**config.mk**
```make
export PLATFORM = sky130hd
export DESIGN_NAME = sai_rx
export DESIGN_NICKNAME = d
export VERILOG_FILES = /design/src/sai_pkg.sv /design/src/sai_sync_edge.sv /design/src/sai_rx.sv
export SDC_FILE = /design/constraint.sdc
export NUM_CORES = 1
export LEC_CHECK = 0
export ABC_AREA = 1
export BUFFER_PORTS_ARGS = -buffer_cell sky130_fd_sc_hd__buf_4
export CAP_MARGIN = 10
export CELL_PAD_IN_SITES_DETAIL_PLACEMENT = 1
export CELL_PAD_IN_SITES_GLOBAL_PLACEMENT = 1
export CORE_ASPECT_RATIO = 0.8
export CORE_MARGIN = 2
export CORE_UTILIZATION = 42
export CTS_CLUSTER_SIZE = 25
export DETAILED_ROUTE_END_ITERATION = 7
export GPL_ROUTABILITY_DRIVEN = 0
export GPL_TIMING_DRIVEN = 0
export PLACE_DENSITY_LB_ADDON = 0.25
export RECOVER_POWER = 100
export SYNTH_ARGS = -nofsm -noshare
export SYNTH_HDL_FRONTEND = slang
export SYNTH_SLANG_ARGS = --single-unit
```
**constraint.sdc**
```tcl
create_clock -name clk_i -period 16.9 [get_ports clk_i]
set_input_delay 1.69 -clock clk_i [delete_from_list [all_inputs] [get_ports clk_i]]
set_output_delay 1.69 -clock clk_i [all_outputs]
set_load 0.005 [all_outputs]
```
**src/sai_pkg.sv**
```systemverilog
// Shared constants, types and helpers of the serial audio receiver
// and clock monitor.
// Assumes a single 125 MHz system clock drives every user of it.
package sai_pkg;

  // System clock
  localparam int CLK_HZ  = 125_000_000;
  localparam int CLK_MHZ = 125;

  // Register offsets on the local register port
  localparam logic [7:0] ADDR_FMT_CFG  = 8'h04;
  localparam logic [7:0] ADDR_STATUS   = 8'h05;
  localparam logic [7:0] ADDR_RATE     = 8'h06;
  localparam logic [7:0] ADDR_VOL_RAMP = 8'h0e;

  // Reset values: I2S framing, 24-bit words, hard unmute
  localparam logic [7:0] FMT_CFG_RST  = 8'h08;
  localparam logic [7:0] VOL_RAMP_RST = 8'h00;

  // Field positions
  localparam int FMT_LSB         = 0;
  localparam int WLEN_LSB        = 2;
  localparam int SOFT_UNMUTE_BIT = 0;
  localparam int ST_LOCKED_BIT   = 0;
  localparam int ST_MUTED_BIT    = 1;
  localparam int ST_LIMP_BIT     = 2;
  localparam int ST_RATIO_LSB    = 3;
  localparam int ST_MCLK_OK_BIT  = 5;

  // Sample word
  localparam int SAMPLE_W = 24;

  // Bit clocks per frame that are accepted
  localparam logic [6:0] RATIO_32 = 7'h20;
  localparam logic [6:0] RATIO_48 = 7'h30;
  localparam logic [6:0] RATIO_64 = 7'h40;

  // Word length codes and their widths
  localparam logic [1:0] WLEN_16_CODE = 2'h0;
  localparam logic [1:0] WLEN_20_CODE = 2'h1;
  localparam logic [4:0] WLEN_16 = 5'h10;
  localparam logic [4:0] WLEN_20 = 5'h14;
  localparam logic [4:0] WLEN_24 = 5'h18;

  // Timing: frame timeout, master clock window, ramp step
  localparam int FRAME_TMO_US  = 200;
  localparam int FRAME_TMO_CYC = FRAME_TMO_US * CLK_MHZ;
  localparam int MCLK_WIN_NS   = 8192;
  localparam int MCLK_WIN_CYC  = (MCLK_WIN_NS * CLK_MHZ + 999) / 1000;
  localparam int RAMP_STEP_US  = 20;
  localparam int RAMP_CYC      = RAMP_STEP_US * CLK_MHZ;
  localparam int STABLE_FRAMES = 4;
  localparam int MCLK_MIN_EDGES = 16;
  localparam int MCLK_MAX_EDGES = 220;

  // Supported sample rates in Hz, index is the rate code
  localparam int RATE_N = 9;
  localparam int RATE_HZ [RATE_N] = '{8000, 11025, 12000, 16000, 22050,
                                      24000, 32000, 44100, 48000};

  typedef enum logic [1:0] {
    I2S_FMT,
    LEFT_JUSTIFIED_FMT,
    RIGHT_JUSTIFIED_FMT
  } sai_fmt_t;

  typedef enum logic [1:0] {
    ST_MUTE,
    ST_LIMP,
    ST_WAIT,
    ST_RUN
  } sai_state_t;

  // Ratio code: 1/2/3 for 32/48/64 bit clocks, 0 for anything else
  function automatic logic [1:0] sai_ratio_code(input logic [6:0] bits);
    logic [1:0] c;
    c = 2'h0;
    if (bits == RATIO_32) c = 2'h1;
    if (bits == RATIO_48) c = 2'h2;
    if (bits == RATIO_64) c = 2'h3;
    return c;
  endfunction

  // Nearest supported rate to a frame period in system clocks
  function automatic logic [3:0] sai_rate_code(input logic [15:0] period);
    int best;
    int diff;
    int d;
    best = 0;
    diff = 32'h7fffffff;
    for (int i = 0; i < RATE_N; i++) begin
      d = int'(period) - CLK_HZ / RATE_HZ[i];
      if (d < 0) d = -d;
      if (d < diff) begin
        diff = d;
        best = i;
      end
    end
    return best[3:0];
  endfunction

  // Configured word length in bits
  function automatic logic [4:0] sai_wlen(input logic [1:0] code);
    return (code == WLEN_16_CODE) ? WLEN_16 :
           (code == WLEN_20_CODE) ? WLEN_20 : WLEN_24;
  endfunction

endpackage

```
**src/sai_sync_edge.sv**
```systemverilog
// Two-flop synchroniser with rising edge detect for one async input.
// Assumes the input toggles slower than half the system clock.
`timescale 1ns/100ps
module sai_sync_edge (
  input  wire logic clk_i,
  input  wire logic rst_b_i,
  input  wire logic async_i,
  output logic      level_o,
  output logic      rise_o
);

  logic meta_q;
  logic sync_q;
  logic last_q;

  // First flop feeds only the second one
  always_ff @(posedge clk_i or negedge rst_b_i) begin
    if (!rst_b_i) begin
      meta_q <= 1'b0;
      sync_q <= 1'b0;
      last_q <= 1'b0;
    end else begin
      meta_q <= async_i;
      sync_q <= meta_q;
      last_q <= sync_q;
    end
  end

  // Edge taken between second and third flop
  assign level_o = sync_q;
  assign rise_o  = sync_q & ~last_q;

endmodule // sai_sync_edge

```
**src/sai_rx.sv**
```systemverilog
// Serial audio receiver with clock ratio check, rate detect and mute.
// Assumes serial clocks arrive asynchronously and are slow against clk_i.
// Function
// - bit clock must be 32, 48 or 64 per frame; checked every frame.
// - core clock taken from master clock, or oscillator when it fails.
// - detected rate and ratio drive the clock control setting.
// - on clock error mute in one step, then enter limp mode.
// - once stable, relock and restore volume in one step by default.
// - volume ramp register bit selects gradual soft unmute.
// - accept 16, 20 or 24 bit words in I2S, left or right justified.
// - I2S word select low is left, high is right.
// - I2S most significant bit comes one bit clock after the change.
// - bits arrive MSB first and are taken on bit clock rising edge.
// - I2S and left justified drop trailing bits past word length.
// - left justified: high is left; MSB at the word select change.
// - right justified: LSB sits in last bit clock before the change.
// - right justified drops leading bits before the word length.
// - samples are signed two's complement.
`timescale 1ns/100ps
module sai_rx
  import sai_pkg::*;
#(
  parameter int FRAME_TMO = FRAME_TMO_CYC
) (
  input  wire logic                clk_i,
  input  wire logic                rst_b_i,
  input  wire logic                mclk_i,
  input  wire logic                bit_clk_i,
  input  wire logic                word_sel_i,
  input  wire logic                serial_audio_in_i,
  input  wire logic [7:0]          reg_addr_i,
  input  wire logic                reg_wr_i,
  input  wire logic [7:0]          reg_wdata_i,
  output logic      [7:0]          reg_rdata_o,
  output logic [SAMPLE_W-1:0]      left_sample_o,
  output logic [SAMPLE_W-1:0]      right_sample_o,
  output logic                     frame_valid_o,
  output logic                     mute_o,
  output logic      [7:0]          gain_o,
  output logic                     core_clk_from_osc_o,
  output logic                     pll_limp_o,
  output logic                     locked_o,
  output logic      [3:0]          clk_cfg_rate_o,
  output logic      [1:0]          clk_cfg_ratio_o
);

  logic bclk_rise, ws_lvl, sd_lvl, mclk_rise;

  // Every serial pin passes the same sync depth, keeping them aligned
  sai_sync_edge u_bclk (.clk_i(clk_i), .rst_b_i(rst_b_i),
    .async_i(bit_clk_i), .level_o(), .rise_o(bclk_rise));
  sai_sync_edge u_ws (.clk_i(clk_i), .rst_b_i(rst_b_i),
    .async_i(word_sel_i), .level_o(ws_lvl), .rise_o());
  sai_sync_edge u_sd (.clk_i(clk_i), .rst_b_i(rst_b_i),
    .async_i(serial_audio_in_i), .level_o(sd_lvl), .rise_o());
  sai_sync_edge u_mclk (.clk_i(clk_i), .rst_b_i(rst_b_i),
    .async_i(mclk_i), .level_o(), .rise_o(mclk_rise));

  logic [7:0]          fmt_cfg_q, vol_ramp_q;
  logic                ws_prev_q, eff_prev_q, seen_q, have_left_q;
  logic [SAMPLE_W-1:0] sh_q, left_hold_q;
  logic [4:0]          cnt_q;
  logic [6:0]          fbits_q;
  logic [15:0]         period_q;
  logic [10:0]         win_q;
  logic [7:0]          medges_q;
  logic                mclk_ok_q;
  sai_state_t          state_q, state_d;
  logic [2:0]          stable_q;
  logic [1:0]          lock_ratio_q;
  logic [3:0]          lock_rate_q;
  logic [11:0]         ramp_q;

  // Format decode
  wire sai_fmt_t fmt      = sai_fmt_t'(fmt_cfg_q[FMT_LSB +: 2]);
  wire logic     is_i2s   = (fmt == I2S_FMT);
  wire logic     is_rj    = (fmt == RIGHT_JUSTIFIED_FMT);
  wire logic [4:0] wlen   = sai_wlen(fmt_cfg_q[WLEN_LSB +: 2]);
  wire logic     soft_en  = vol_ramp_q[SOFT_UNMUTE_BIT];

  // I2S slot boundary delayed one bit clock
  wire logic eff_ws   = is_i2s ? ws_prev_q : ws_lvl;
  wire logic boundary = bclk_rise & (eff_ws != eff_prev_q);
  wire logic new_left = is_i2s ? ~eff_ws : eff_ws;
  wire logic f_start  = boundary & new_left;
  wire logic f_done   = f_start & seen_q;

  // shift stops once word length reached
  // right justified keeps only the last bits shifted in
  wire logic take_bit = is_rj | (cnt_q < wlen);
  // MSB aligned to bit 23 keeps the two's complement sign
  wire logic [SAMPLE_W-1:0] aligned =
    sh_q << (5'(SAMPLE_W) - wlen);

  // ratio check on the bit clocks of the finished frame
  wire logic [1:0] f_ratio = sai_ratio_code(fbits_q);
  // frame period mapped to a rate code
  wire logic [3:0] f_rate  = sai_rate_code(period_q);
  wire logic f_good    = (f_ratio != 2'h0);
  wire logic f_match   = (f_ratio == lock_ratio_q) & (f_rate == lock_rate_q);
  wire logic timeout   = (period_q >= 16'(FRAME_TMO));
  wire logic clk_err   = timeout | ~mclk_ok_q | (f_done & ~(f_good & f_match));
  wire logic ramp_tick = (ramp_q == 12'(RAMP_CYC - 1));
  wire logic win_end   = (win_q == 11'(MCLK_WIN_CYC - 1));

  // Register writes
  always_ff @(posedge clk_i or negedge rst_b_i) begin
    if (!rst_b_i) begin
      fmt_cfg_q  <= FMT_CFG_RST;
      vol_ramp_q <= VOL_RAMP_RST;
    end else if (reg_wr_i) begin
      if (reg_addr_i == ADDR_FMT_CFG) fmt_cfg_q <= reg_wdata_i;
      if (reg_addr_i == ADDR_VOL_RAMP) vol_ramp_q <= reg_wdata_i;
    end
  end

  // Register reads, unmapped offsets read zero
  wire logic [7:0] status = {2'h0, mclk_ok_q, lock_ratio_q, pll_limp_o,
                             mute_o, locked_o};
  wire logic [7:0] rdata  =
    (reg_addr_i == ADDR_FMT_CFG)  ? fmt_cfg_q :
    (reg_addr_i == ADDR_STATUS)   ? status :
    (reg_addr_i == ADDR_RATE)     ? {4'h0, lock_rate_q} :
    (reg_addr_i == ADDR_VOL_RAMP) ? vol_ramp_q : 8'h00;

  always_ff @(posedge clk_i or negedge rst_b_i) begin
    if (!rst_b_i) reg_rdata_o <= 8'h00;
    else          reg_rdata_o <= rdata;
  end

  // bits taken on each bit clock rising edge, MSB first
  always_ff @(posedge clk_i or negedge rst_b_i) begin
    if (!rst_b_i) begin
      ws_prev_q  <= 1'b0;
      eff_prev_q <= 1'b0;
      sh_q       <= '0;
      cnt_q      <= 5'h00;
    end else if (bclk_rise) begin
      ws_prev_q  <= ws_lvl;
      eff_prev_q <= eff_ws;
      if (boundary) begin
        sh_q  <= {{(SAMPLE_W-1){1'b0}}, sd_lvl};
        cnt_q <= 5'h01;
      end else if (take_bit) begin
        sh_q  <= {sh_q[SAMPLE_W-2:0], sd_lvl};
        cnt_q <= (cnt_q == 5'h1f) ? cnt_q : cnt_q + 5'h01;
      end
    end
  end

  // slot close collects left then right
  // right justified LSB is the bit just before the boundary
  always_ff @(posedge clk_i or negedge rst_b_i) begin
    if (!rst_b_i) begin
      left_hold_q <= '0;
      have_left_q <= 1'b0;
    end else if (boundary) begin
      left_hold_q <= new_left ? left_hold_q : aligned;
      have_left_q <= ~new_left & seen_q;
    end
  end

  // one-cycle valid; zeroed by the mute level being entered
  always_ff @(posedge clk_i or negedge rst_b_i) begin
    if (!rst_b_i) begin
      left_sample_o  <= '0;
      right_sample_o <= '0;
      frame_valid_o  <= 1'b0;
    end else begin
      frame_valid_o <= f_start & have_left_q;
      if (f_start & have_left_q) begin
        left_sample_o  <= (state_d != ST_RUN) ? '0 : left_hold_q;
        right_sample_o <= (state_d != ST_RUN) ? '0 : aligned;
      end
    end
  end

  // Bit clocks and system clocks per frame; first frame is partial
  always_ff @(posedge clk_i or negedge rst_b_i) begin
    if (!rst_b_i) begin
      fbits_q  <= 7'h00;
      period_q <= 16'h0000;
      seen_q   <= 1'b0;
    end else begin
      if (f_start) begin
        fbits_q  <= 7'h01;
        period_q <= 16'h0000;
        seen_q   <= 1'b1;
      end else begin
        if (bclk_rise && fbits_q != 7'h7f) fbits_q <= fbits_q + 7'h01;
        if (period_q != 16'hffff) period_q <= period_q + 16'h0001;
        if (timeout) seen_q <= 1'b0;
      end
    end
  end

  // master clock edge count over a fixed window
  always_ff @(posedge clk_i or negedge rst_b_i) begin
    if (!rst_b_i) begin
      win_q     <= 11'h000;
      medges_q  <= 8'h00;
      mclk_ok_q <= 1'b0;
    end else if (win_end) begin
      win_q     <= 11'h000;
      medges_q  <= 8'h00;
      mclk_ok_q <= (medges_q >= 8'(MCLK_MIN_EDGES)) &
                   (medges_q <= 8'(MCLK_MAX_EDGES));
    end else begin
      win_q <= win_q + 11'h001;
      if (mclk_rise && medges_q != 8'hff) medges_q <= medges_q + 8'h01;
    end
  end

  // Lock state machine; limp holds until frames agree for a while
  always_comb begin
    state_d = state_q;
    case (state_q)
      ST_MUTE: state_d = ST_LIMP;
      ST_LIMP: if (mclk_ok_q && f_done && f_good) state_d = ST_WAIT;
      ST_WAIT: begin
        if (clk_err) state_d = ST_LIMP;
        else if (f_done && stable_q == 3'(STABLE_FRAMES - 1))
          state_d = ST_RUN;
      end
      // any clock change or error leaves normal operation
      ST_RUN:  if (clk_err) state_d = ST_MUTE;
      default: state_d = ST_LIMP;
    endcase
  end

  always_ff @(posedge clk_i or negedge rst_b_i) begin
    if (!rst_b_i) begin
      state_q      <= ST_LIMP;
      stable_q     <= 3'h0;
      lock_ratio_q <= 2'h0;
      lock_rate_q  <= 4'h0;
    end else begin
      state_q <= state_d;
      if (state_q == ST_LIMP && state_d == ST_WAIT) begin
        lock_ratio_q <= f_ratio;
        lock_rate_q  <= f_rate;
        stable_q     <= 3'h1;
      end else if (state_q == ST_WAIT && f_done) begin
        stable_q <= stable_q + 3'h1;
      end
    end
  end

  // Ramp step divider, free running; a step may come early once
  always_ff @(posedge clk_i or negedge rst_b_i) begin
    if (!rst_b_i)       ramp_q <= 12'h000;
    else if (ramp_tick) ramp_q <= 12'h000;
    else                ramp_q <= ramp_q + 12'h001;
  end

  // one-step mute, then limp on the oscillator
  // hard unmute on relock unless soft unmute is set
  always_ff @(posedge clk_i or negedge rst_b_i) begin
    if (!rst_b_i) begin
      mute_o     <= 1'b1;
      gain_o     <= 8'h00;
      pll_limp_o <= 1'b1;
      locked_o   <= 1'b0;
    end else begin
      if (state_d == ST_MUTE || state_d == ST_LIMP) begin
        mute_o     <= 1'b1;
        gain_o     <= 8'h00;
        pll_limp_o <= 1'b1;
        locked_o   <= 1'b0;
      end else if (state_q == ST_WAIT && state_d == ST_RUN) begin
        mute_o     <= 1'b0;
        gain_o     <= soft_en ? 8'h00 : 8'hff;
        pll_limp_o <= 1'b0;
        locked_o   <= 1'b1;
      end else if (state_q == ST_RUN && ramp_tick && gain_o != 8'hff) begin
        // gradual ramp back to full volume
        gain_o <= gain_o + 8'h01;
      end
    end
  end

  // oscillator chosen whenever limp or master clock bad
  // clock control setting follows the locked codes
  always_ff @(posedge clk_i or negedge rst_b_i) begin
    if (!rst_b_i) begin
      core_clk_from_osc_o <= 1'b1;
      clk_cfg_rate_o      <= 4'h0;
      clk_cfg_ratio_o     <= 2'h0;
    end else begin
      core_clk_from_osc_o <= pll_limp_o | ~mclk_ok_q;
      clk_cfg_rate_o      <= lock_rate_q;
      clk_cfg_ratio_o     <= lock_ratio_q;
    end
  end

endmodule // sai_rx

```
### Word level (Yosys, flattened, before mapping)

Index checks and enable logic that the tools add are counted.
Widths: inputs -> output; s select.

| storage, ports and cells | value |
|---|---|
| flip-flop bits (word level) | 223 |
| bits in latches | 0 |
| memory bits (writable) | 0 |
| memory bits (read-only) | 0 |
| input port bits | 23 |
| output and inout port bits | 75 |
| logic and storage cells | 235 |
| memories kept | 0 |

| operators by class | value |
|---|---|
| $add $sub $neg | 27 |
| multiply operators | 0 |
| div/mod/pow operators | 0 |
| order comparisons | 22 |
| equality and inequality tests | 28 |
| shift operators | 1 |
| multiplexer cells | 68 |
| bitwise logic cells | 21 |
| reductions and logical operators | 29 |

Operators with widths:

| operator | number |
|---|---|
| $mux 32 | 17 |
| $neg 17->32 | 9 |
| $lt 32x32->1 | 8 |
| $lt 17x1->1 const B | 9 |
| $mux 24 | 4 |
| $mux 8 | 10 |
| $sub 16x12->17 const B | 3 |
| $sub 16x13->17 const B | 3 |
| $sub 16x14->17 const B | 3 |
| $lt 32x32->1 const B | 1 |
| $mux 16 | 2 |
| $mux 4 | 7 |
| $eq 8x3->1 const B | 3 |
| $shl 24x5->24 | 1 |
| $add 16x1->16 const B | 1 |
| $add 8x1->8 const B | 2 |
| $ge 16x15->1 const B | 1 |
| $mux 2 | 8 |
| $ne 16x16->1 const B | 1 |
| $ne 8x8->1 const B | 2 |
| $reduce_bool 2->1 | 8 |
| $mux 5 | 3 |
| $eq 7x6->1 const B | 2 |
| $mux 7 | 2 |
| 36 further kinds | 86 |

### Longest topological paths before layout

| depth | value |
|---|---|
| depth after elaboration | 33 |
| depth in mapped cells | 157 |
| depth with buffers taken out | 148 |

### Hierarchy

From an unflattened synthesis, not the netlist that was laid out.

| unflattened totals | value |
|---|---|
| cells, all modules | 3016 |
| area, all modules | 21259.1 µm² |

By module, submodules not included:

| module | instances | cells an instance | area each (µm²) | seq. area each (µm²) |
|---|---|---|---|---|
| sai_rx | 1 | 2996 | 20918.8 | 5335.1 |
| sai_sync_edge | 4 | 5 | 85.1 | 75.1 |

### Worst setup path after synthesis

No wires, ideal clock.

| path | value |
|---|---|
| kind | flip-flop to flip-flop |
| start | register period_q[2] |
| end | register left_sample_o[13] |
| setup time | 118 ps |
| arrival time | 15583 ps |
| required time | 16782 ps |
| setup slack | 1199 ps |
| cell stages (with the launch flop) | 128 |
| buffers on the path | 11 |
| clock period less this slack | 15701 ps |
| path through | dfrtp_1 > clkbuf_1 > inv_1 > ha_1 > inv_1 > nor2_1 > inv_1 > a21oi_1 > inv_1 > o21ai_0 > xor2_1 > nor3_1 > inv_1 > nor3_1 > or2_2 > xor2_1 > ha_1 > nand2_1 > [92 not listed] > o221a_2 > nand2_2 > nand2_2 > nand2_2 > nand2_2 > nand2_1 > nand3_1 > nand2_1 > nor2_1 > nand2_1 > nand2_1 > nand2_1 > a21oi_1 > o21ai_2 > nand2_2 > buf_6 > buf_8 > o21ai_2 |

| on the way | value |
|---|---|
| cells in the longest elaborated chain, start to end | 31 |
| elaborated cells on any way between the ends | 74 |
| classes of those cells | add/sub: 18; order compare: 19; eq/ne: 2; mux: 29; bitwise: 6 |

Ends and longest elaborated chain:

| item | RTL line | RTL |
|---|---|---|
| start, declared | sai_rx.sv:64 | `logic [15:0] period_q;` |
| start signal, assigned | sai_rx.sv:191 | `if (period_q != 16'hffff) period_q <= period_q + 16'h0001;` |
| $sub 16x14->17 | sai_pkg.sv:92 | `d = int'(period) - CLK_HZ / RATE_HZ[i];` |
| $neg 17->32 / $lt 17x1->1 (equally long branches) | sai_pkg.sv:93 | `if (d < 0) d = -d;` |
| $mux 32 | sai_pkg.sv:93 |  |
| $lt 32x32->1 | sai_pkg.sv:94 | `if (d < diff) begin` |
| $mux 32 | sai_pkg.sv:94 |  |
| $lt 32x32->1 | sai_pkg.sv:94 |  |
| $mux 32 | sai_pkg.sv:94 |  |
| $lt 32x32->1 | sai_pkg.sv:94 |  |
| [16 not listed] | -- |  |
| $not 1->1 | sai_rx.sv:102 | `wire logic clk_err = timeout \| ~mclk_ok_q \| (f_done & ~(f_good & f_match));` |
| $and 1x1->1 | sai_rx.sv:102 |  |
| $or 1x1->1 * | sai_rx.sv:102 |  |
| $mux 2, on equally long branches | sai_rx.sv:226, sai_rx.sv:221 |  |
| $pmux 2 s4 * | sai_rx.sv:217 | `case (state_q)` |
| net state_d[0] | sai_rx.sv:68 | `sai_state_t state_q, state_d;` |
| $ne 2x2->1 * | sai_rx.sv:172 | `left_sample_o <= (state_d != ST_RUN) ? '0 : left_hold_q;` |
| $mux 24 * | sai_rx.sv:172 |  |
| end signal, assigned | sai_rx.sv:172 |  |
| end, declared | sai_rx.sv:35 | `output logic [SAMPLE_W-1:0] left_sample_o,` |

The timed path passes the listed nets; every way through them passes the cells marked *.
A chain may end at the register's enable or synchronous reset.

### Worst setup path after layout

| path | value |
|---|---|
| start | register period_q[0] |
| end | register left_sample_o[14] |

The elaborated chain is that of the path after synthesis.

==> run_results.csv <==
group,metric,value,unit
grt,grt_use_met1,0.379,
clock_tree,hold_buffers,0,
logic_synthesis,yosys.area.top_type,"dfrtp_1",
pwr,p_int,1.90,mW
timing,clock_skew,0.0162,ns
routing,drt-total-wl,83800,um
grt,overflow,0,
cells_and_area,nets,3776,
run_status,status,"complete, but fails checks",
floorplan,core-area,49800,sq um
grt,grt_pass1_vias,23454,
routing,drt-initial-drc-count,1738,
cells_and_area,syn_to_final_growth,29.5,%
pwr,seqPwrFrac,0.188,
hold_path,hp-class,"flop to flop",
cells_and_area,drive_above_1_share,0.171,
critical_path,ff2ff_setup_slack,-0.55,ns
logic_synthesis,synthArstFlopShare,1.00,
placement,dp_hpwl,58100,um
grt,grt_pass1_wl,120000,um
logic_synthesis,ys_seq_area_frac,0.263,
pwr,p_sw,1.94,mW
routing,vias,23270,
hold_path,hp-start,"u_mclk.meta_q",
critical_path,cp.arrival,17.88,ns
critical_path,crit_fanout,10,
logic_synthesis,synth-warning-count,0,
grt,grt.met2_usage,0.483,
clock_tree,path_clk_slew,0.07,ns
logic_synthesis,avgSynthCellArea,7.07,sq um
floorplan,io_pins,98,
floorplan,die_w,255,um
floorplan,die_h,205,um
critical_path,cp_slowest_cell,"dfrtp_2",
routing,viasPerCell,5.60,
critical_path,critical_path_required,17.33,ns
logic_synthesis,yosys_most_used_dff,"dfrtp_1",
critical_path,reg2reg_from,"period_q[0]",
timing,period_share,1.03,
logic_synthesis,synth_edf_count,0,
floorplan,start_util,0.426,
floorplan,rows,73,
timing,clock.fmax,57.3,MHz
grt,grt_max_degree,120,
timing,rsz0062_at_grt,"yes",
floorplan,dieArea,52300,sq um
clock_tree,clk_path_buf_depth,3,
hold_path,whs_endpoint,"u_mclk.level_o",
run_status,violations,"capacitance limit, slew limit, setup timing",
logic_synthesis,synth_cell_types,61,
logic_synthesis,synth_top_cell_area_share,0.259,
critical_path,max_stage_delay,0.40,ns
timing,tightest_slew,6.13,ns
placement,place_inst,4027,
timing,fin_crit,17.45,ns
timing,fin_ws,-0.545,ns
clock_tree,cts_buffers,21,
timing,holdWs,0.350,ns
pwr,p_sw_frac,0.506,
placement,io_buffers,97,
pwr,powerDensity,140,nW/um^2
critical_path,cp-end-kind,"flop",
routing,wl_per_cell,20.2,um
pwr,leakagePower,14.1,nW
critical_path,worst_r2r_path_depth,121,
timing,finalHoldViolations,0,
pwr,max-vdd-ir-drop,0.0684,mV
pwr,share_comb_of_total_power,0.687,
routing,ant_nets,0,
hold_path,min_path_cells,0,
grt,met3_usage,0.0428,
timing,drv_slew,226,
clock_tree,cts_tree,"done",
grt,top_usage_layer,"met2",
critical_path,critical_path_class,"flop to flop",
critical_path,r2r-end,"left_sample_o[14]",
clock_tree,cts_max_level,1,
cells_and_area,instances_no_fill,4156,
critical_path,cp-start-kind,"flop",
logic_synthesis,synth.area.top_cells,"dfrtp_1 (26%), ha_1 (17%), nand2_1 (14%)",
critical_path,critPathMostFrequentCell,"nand2_2",
clock_tree,root_buffer,"clkbuf_16",
clock_tree,cts.sinks,223,
clock_tree,clkLatencyLatePin,0.52,ns
routing,firstDrtPassIters,6,
grt,track_usage,0.284,
flow_run,cap_violations,2,
logic_synthesis,synth_cells,2999,
logic_synthesis,syn_area,21200,sq um
logic_synthesis,synth_seq_cells,223,
pwr,p_clk_frac,0.126,
grt,antenna_found_initial,2,
routing,drc,0,
timing,slew_headroom,-3.09,
timing,finalSetupViolations,58,
## through the flow
step	total power [mW]	setup TNS (ns)	worst slack (ns)	util	area [sq um]
2_1_floorplan	1.94	0	1.20	-	22200
3_3_place_gp	2.47	-217.33	-3.54	0.477	23700
3_5_place_dp	2.60	-268.09	-4.34	0.478	23800
4_1_cts	3.28	-8.44	-0.202	0.512	25500
5_1_grt	4.09	-66.54	-1.20	0.552	27500
6_report	3.84	-25.24	-0.545	0.552	27500
## what timing repair did
action | 4_1_cts | 5_1_grt
hold endpoints to repair | 0 | 0
buffers inserted | 26 | 49
endpoints found under the setup margin | 64 | 64
pin swaps | 32 | 111
cloned | 4 | 15
gates resized for setup | 281 | 325
## power by group through the flow
stage               sequential [mW]  clock (mW)  combinational (mW)
finish                        0.720       0.483                2.64
global route                  0.731       0.513                2.85
CTS                           0.716       0.484                2.08
detailed placement            0.731           0                1.87
global placement              0.726           0                1.74
floorplan                     0.707           0                1.23
## layout make-up
class | count | area, sq um
clock buffers | 34 | 614
plain buffers | 94 | 721
multi-input cells | 2603 | 16600
diodes | 1 | 2.50
clock inverters | 3 | 43.8
well taps | 675 | 845
repair buffers | 193 | 1690
inverters | 330 | 1310
fillers | 6347 | 22300
flip-flops and latches | 223 | 5590
## cells in the final DEF (no fill, tap or decap), types with 63 or more instances in the layout
cell,Yosys,routed
nand2_1,787,721
nor2_1,213,203
xor2_1,153,143
conb_1,2,256
dfrtp_1,219,214
clkbuf_1,76,76
buf_4,3,94
nand2_2,13,63
ha_1,287,250
nand3_1,93,80
clkbuf_4,0,69
a21oi_1,187,167
inv_1,318,296
o21ai_0,282,182
## worst max-delay path by stage
stage                      from                end  cells after the start
floorplan           period_q[2]  left_sample_o[13]                    127
finish              period_q[0]  left_sample_o[14]                    121
detailed placement  period_q[1]  left_sample_o[17]                    117
global placement    period_q[0]  left_sample_o[18]                    121
CTS                 period_q[2]  right_sample_o[0]                    127
global route        period_q[0]  left_sample_o[14]                    118
## critical path: cells and delay by family (launching register included)
| family | cells | cell delay [ns] |
|---|---|---|
| compound gates | 31 | 5.95 |
| simple gates | 56 | 5.22 |
| flops | 1 | 0.40 |
| buf+inv | 23 | 2.87 |
| fa+ha+maj | 9 | 2.30 |
| xor+xnor | 2 | 0.53 |
## sequential cells by signal (all words and copies together) (netlist names), 2 cells and up
name / flops
sh_q: 24
right_sample_o: 24
left_sample_o: 24
state_q: 2
win_q: 11
fmt_cfg_q: 8
clk_cfg_ratio_o: 2
vol_ramp_q: 8
ramp_q: 12
left_hold_q: 24
reg_rdata_o: 8
period_q: 16
gain_o: 8
cnt_q: 5
lock_rate_q: 4
stable_q: 3
clk_cfg_rate_o: 4
lock_ratio_q: 2
fbits_q: 7
medges_q: 8
## Yosys cell counts, types with 3 or more instances
| cell type | number |
|---|---|
| a21oi_1 | 187 |
| clkbuf_1 | 76 |
| o31ai_1 | 9 |
| nand4_1 | 37 |
| o211ai_1 | 6 |
| nor2_2 | 3 |
| inv_1 | 318 |
| xnor2_1 | 26 |
| o221a_2 | 6 |
| buf_4 | 3 |
| o22ai_1 | 23 |
| o2111ai_1 | 3 |
| o21ai_0 | 282 |
| a21o_1 | 4 |
| nor3_1 | 47 |
| inv_2 | 4 |
| nor4b_1 | 3 |
| clkinv_1 | 8 |
| a211oi_1 | 22 |
| nand2_2 | 13 |
| buf_1 | 12 |
| o41ai_1 | 3 |
| xor2_1 | 153 |
| o221ai_1 | 10 |
| mux2_2 | 5 |
| dfstp_2 | 4 |
| o21a_1 | 8 |
| dfrtp_1 | 219 |
| nor2_1 | 213 |
| nand3b_1 | 3 |
| ha_1 | 287 |
| o21ai_1 | 20 |
| o21ai_2 | 21 |
| nor4_1 | 11 |
| nand3_2 | 8 |
| nand2_1 | 787 |
| a31oi_1 | 11 |
| or2_2 | 10 |
| a22oi_1 | 11 |
| nand3_1 | 93 |
## cells by family after synthesis
group	synth area share
adders and majority gates	0.169
DFF	0.263
buffers and inverters	0.0787
other	0.000354
xor gates and xnor gates	0.0740
AOI/OAI and AO/OA	0.170
and+or+nand+nor	0.241
muxes	0.00266
## per-layer routing
layer	wire, um	share of wire
met3	5070	0.060
met2	40900	0.49
met1	35100	0.42
met5	13	0.00016
met4	2730	0.033
(Power assumes the default switching activity.)
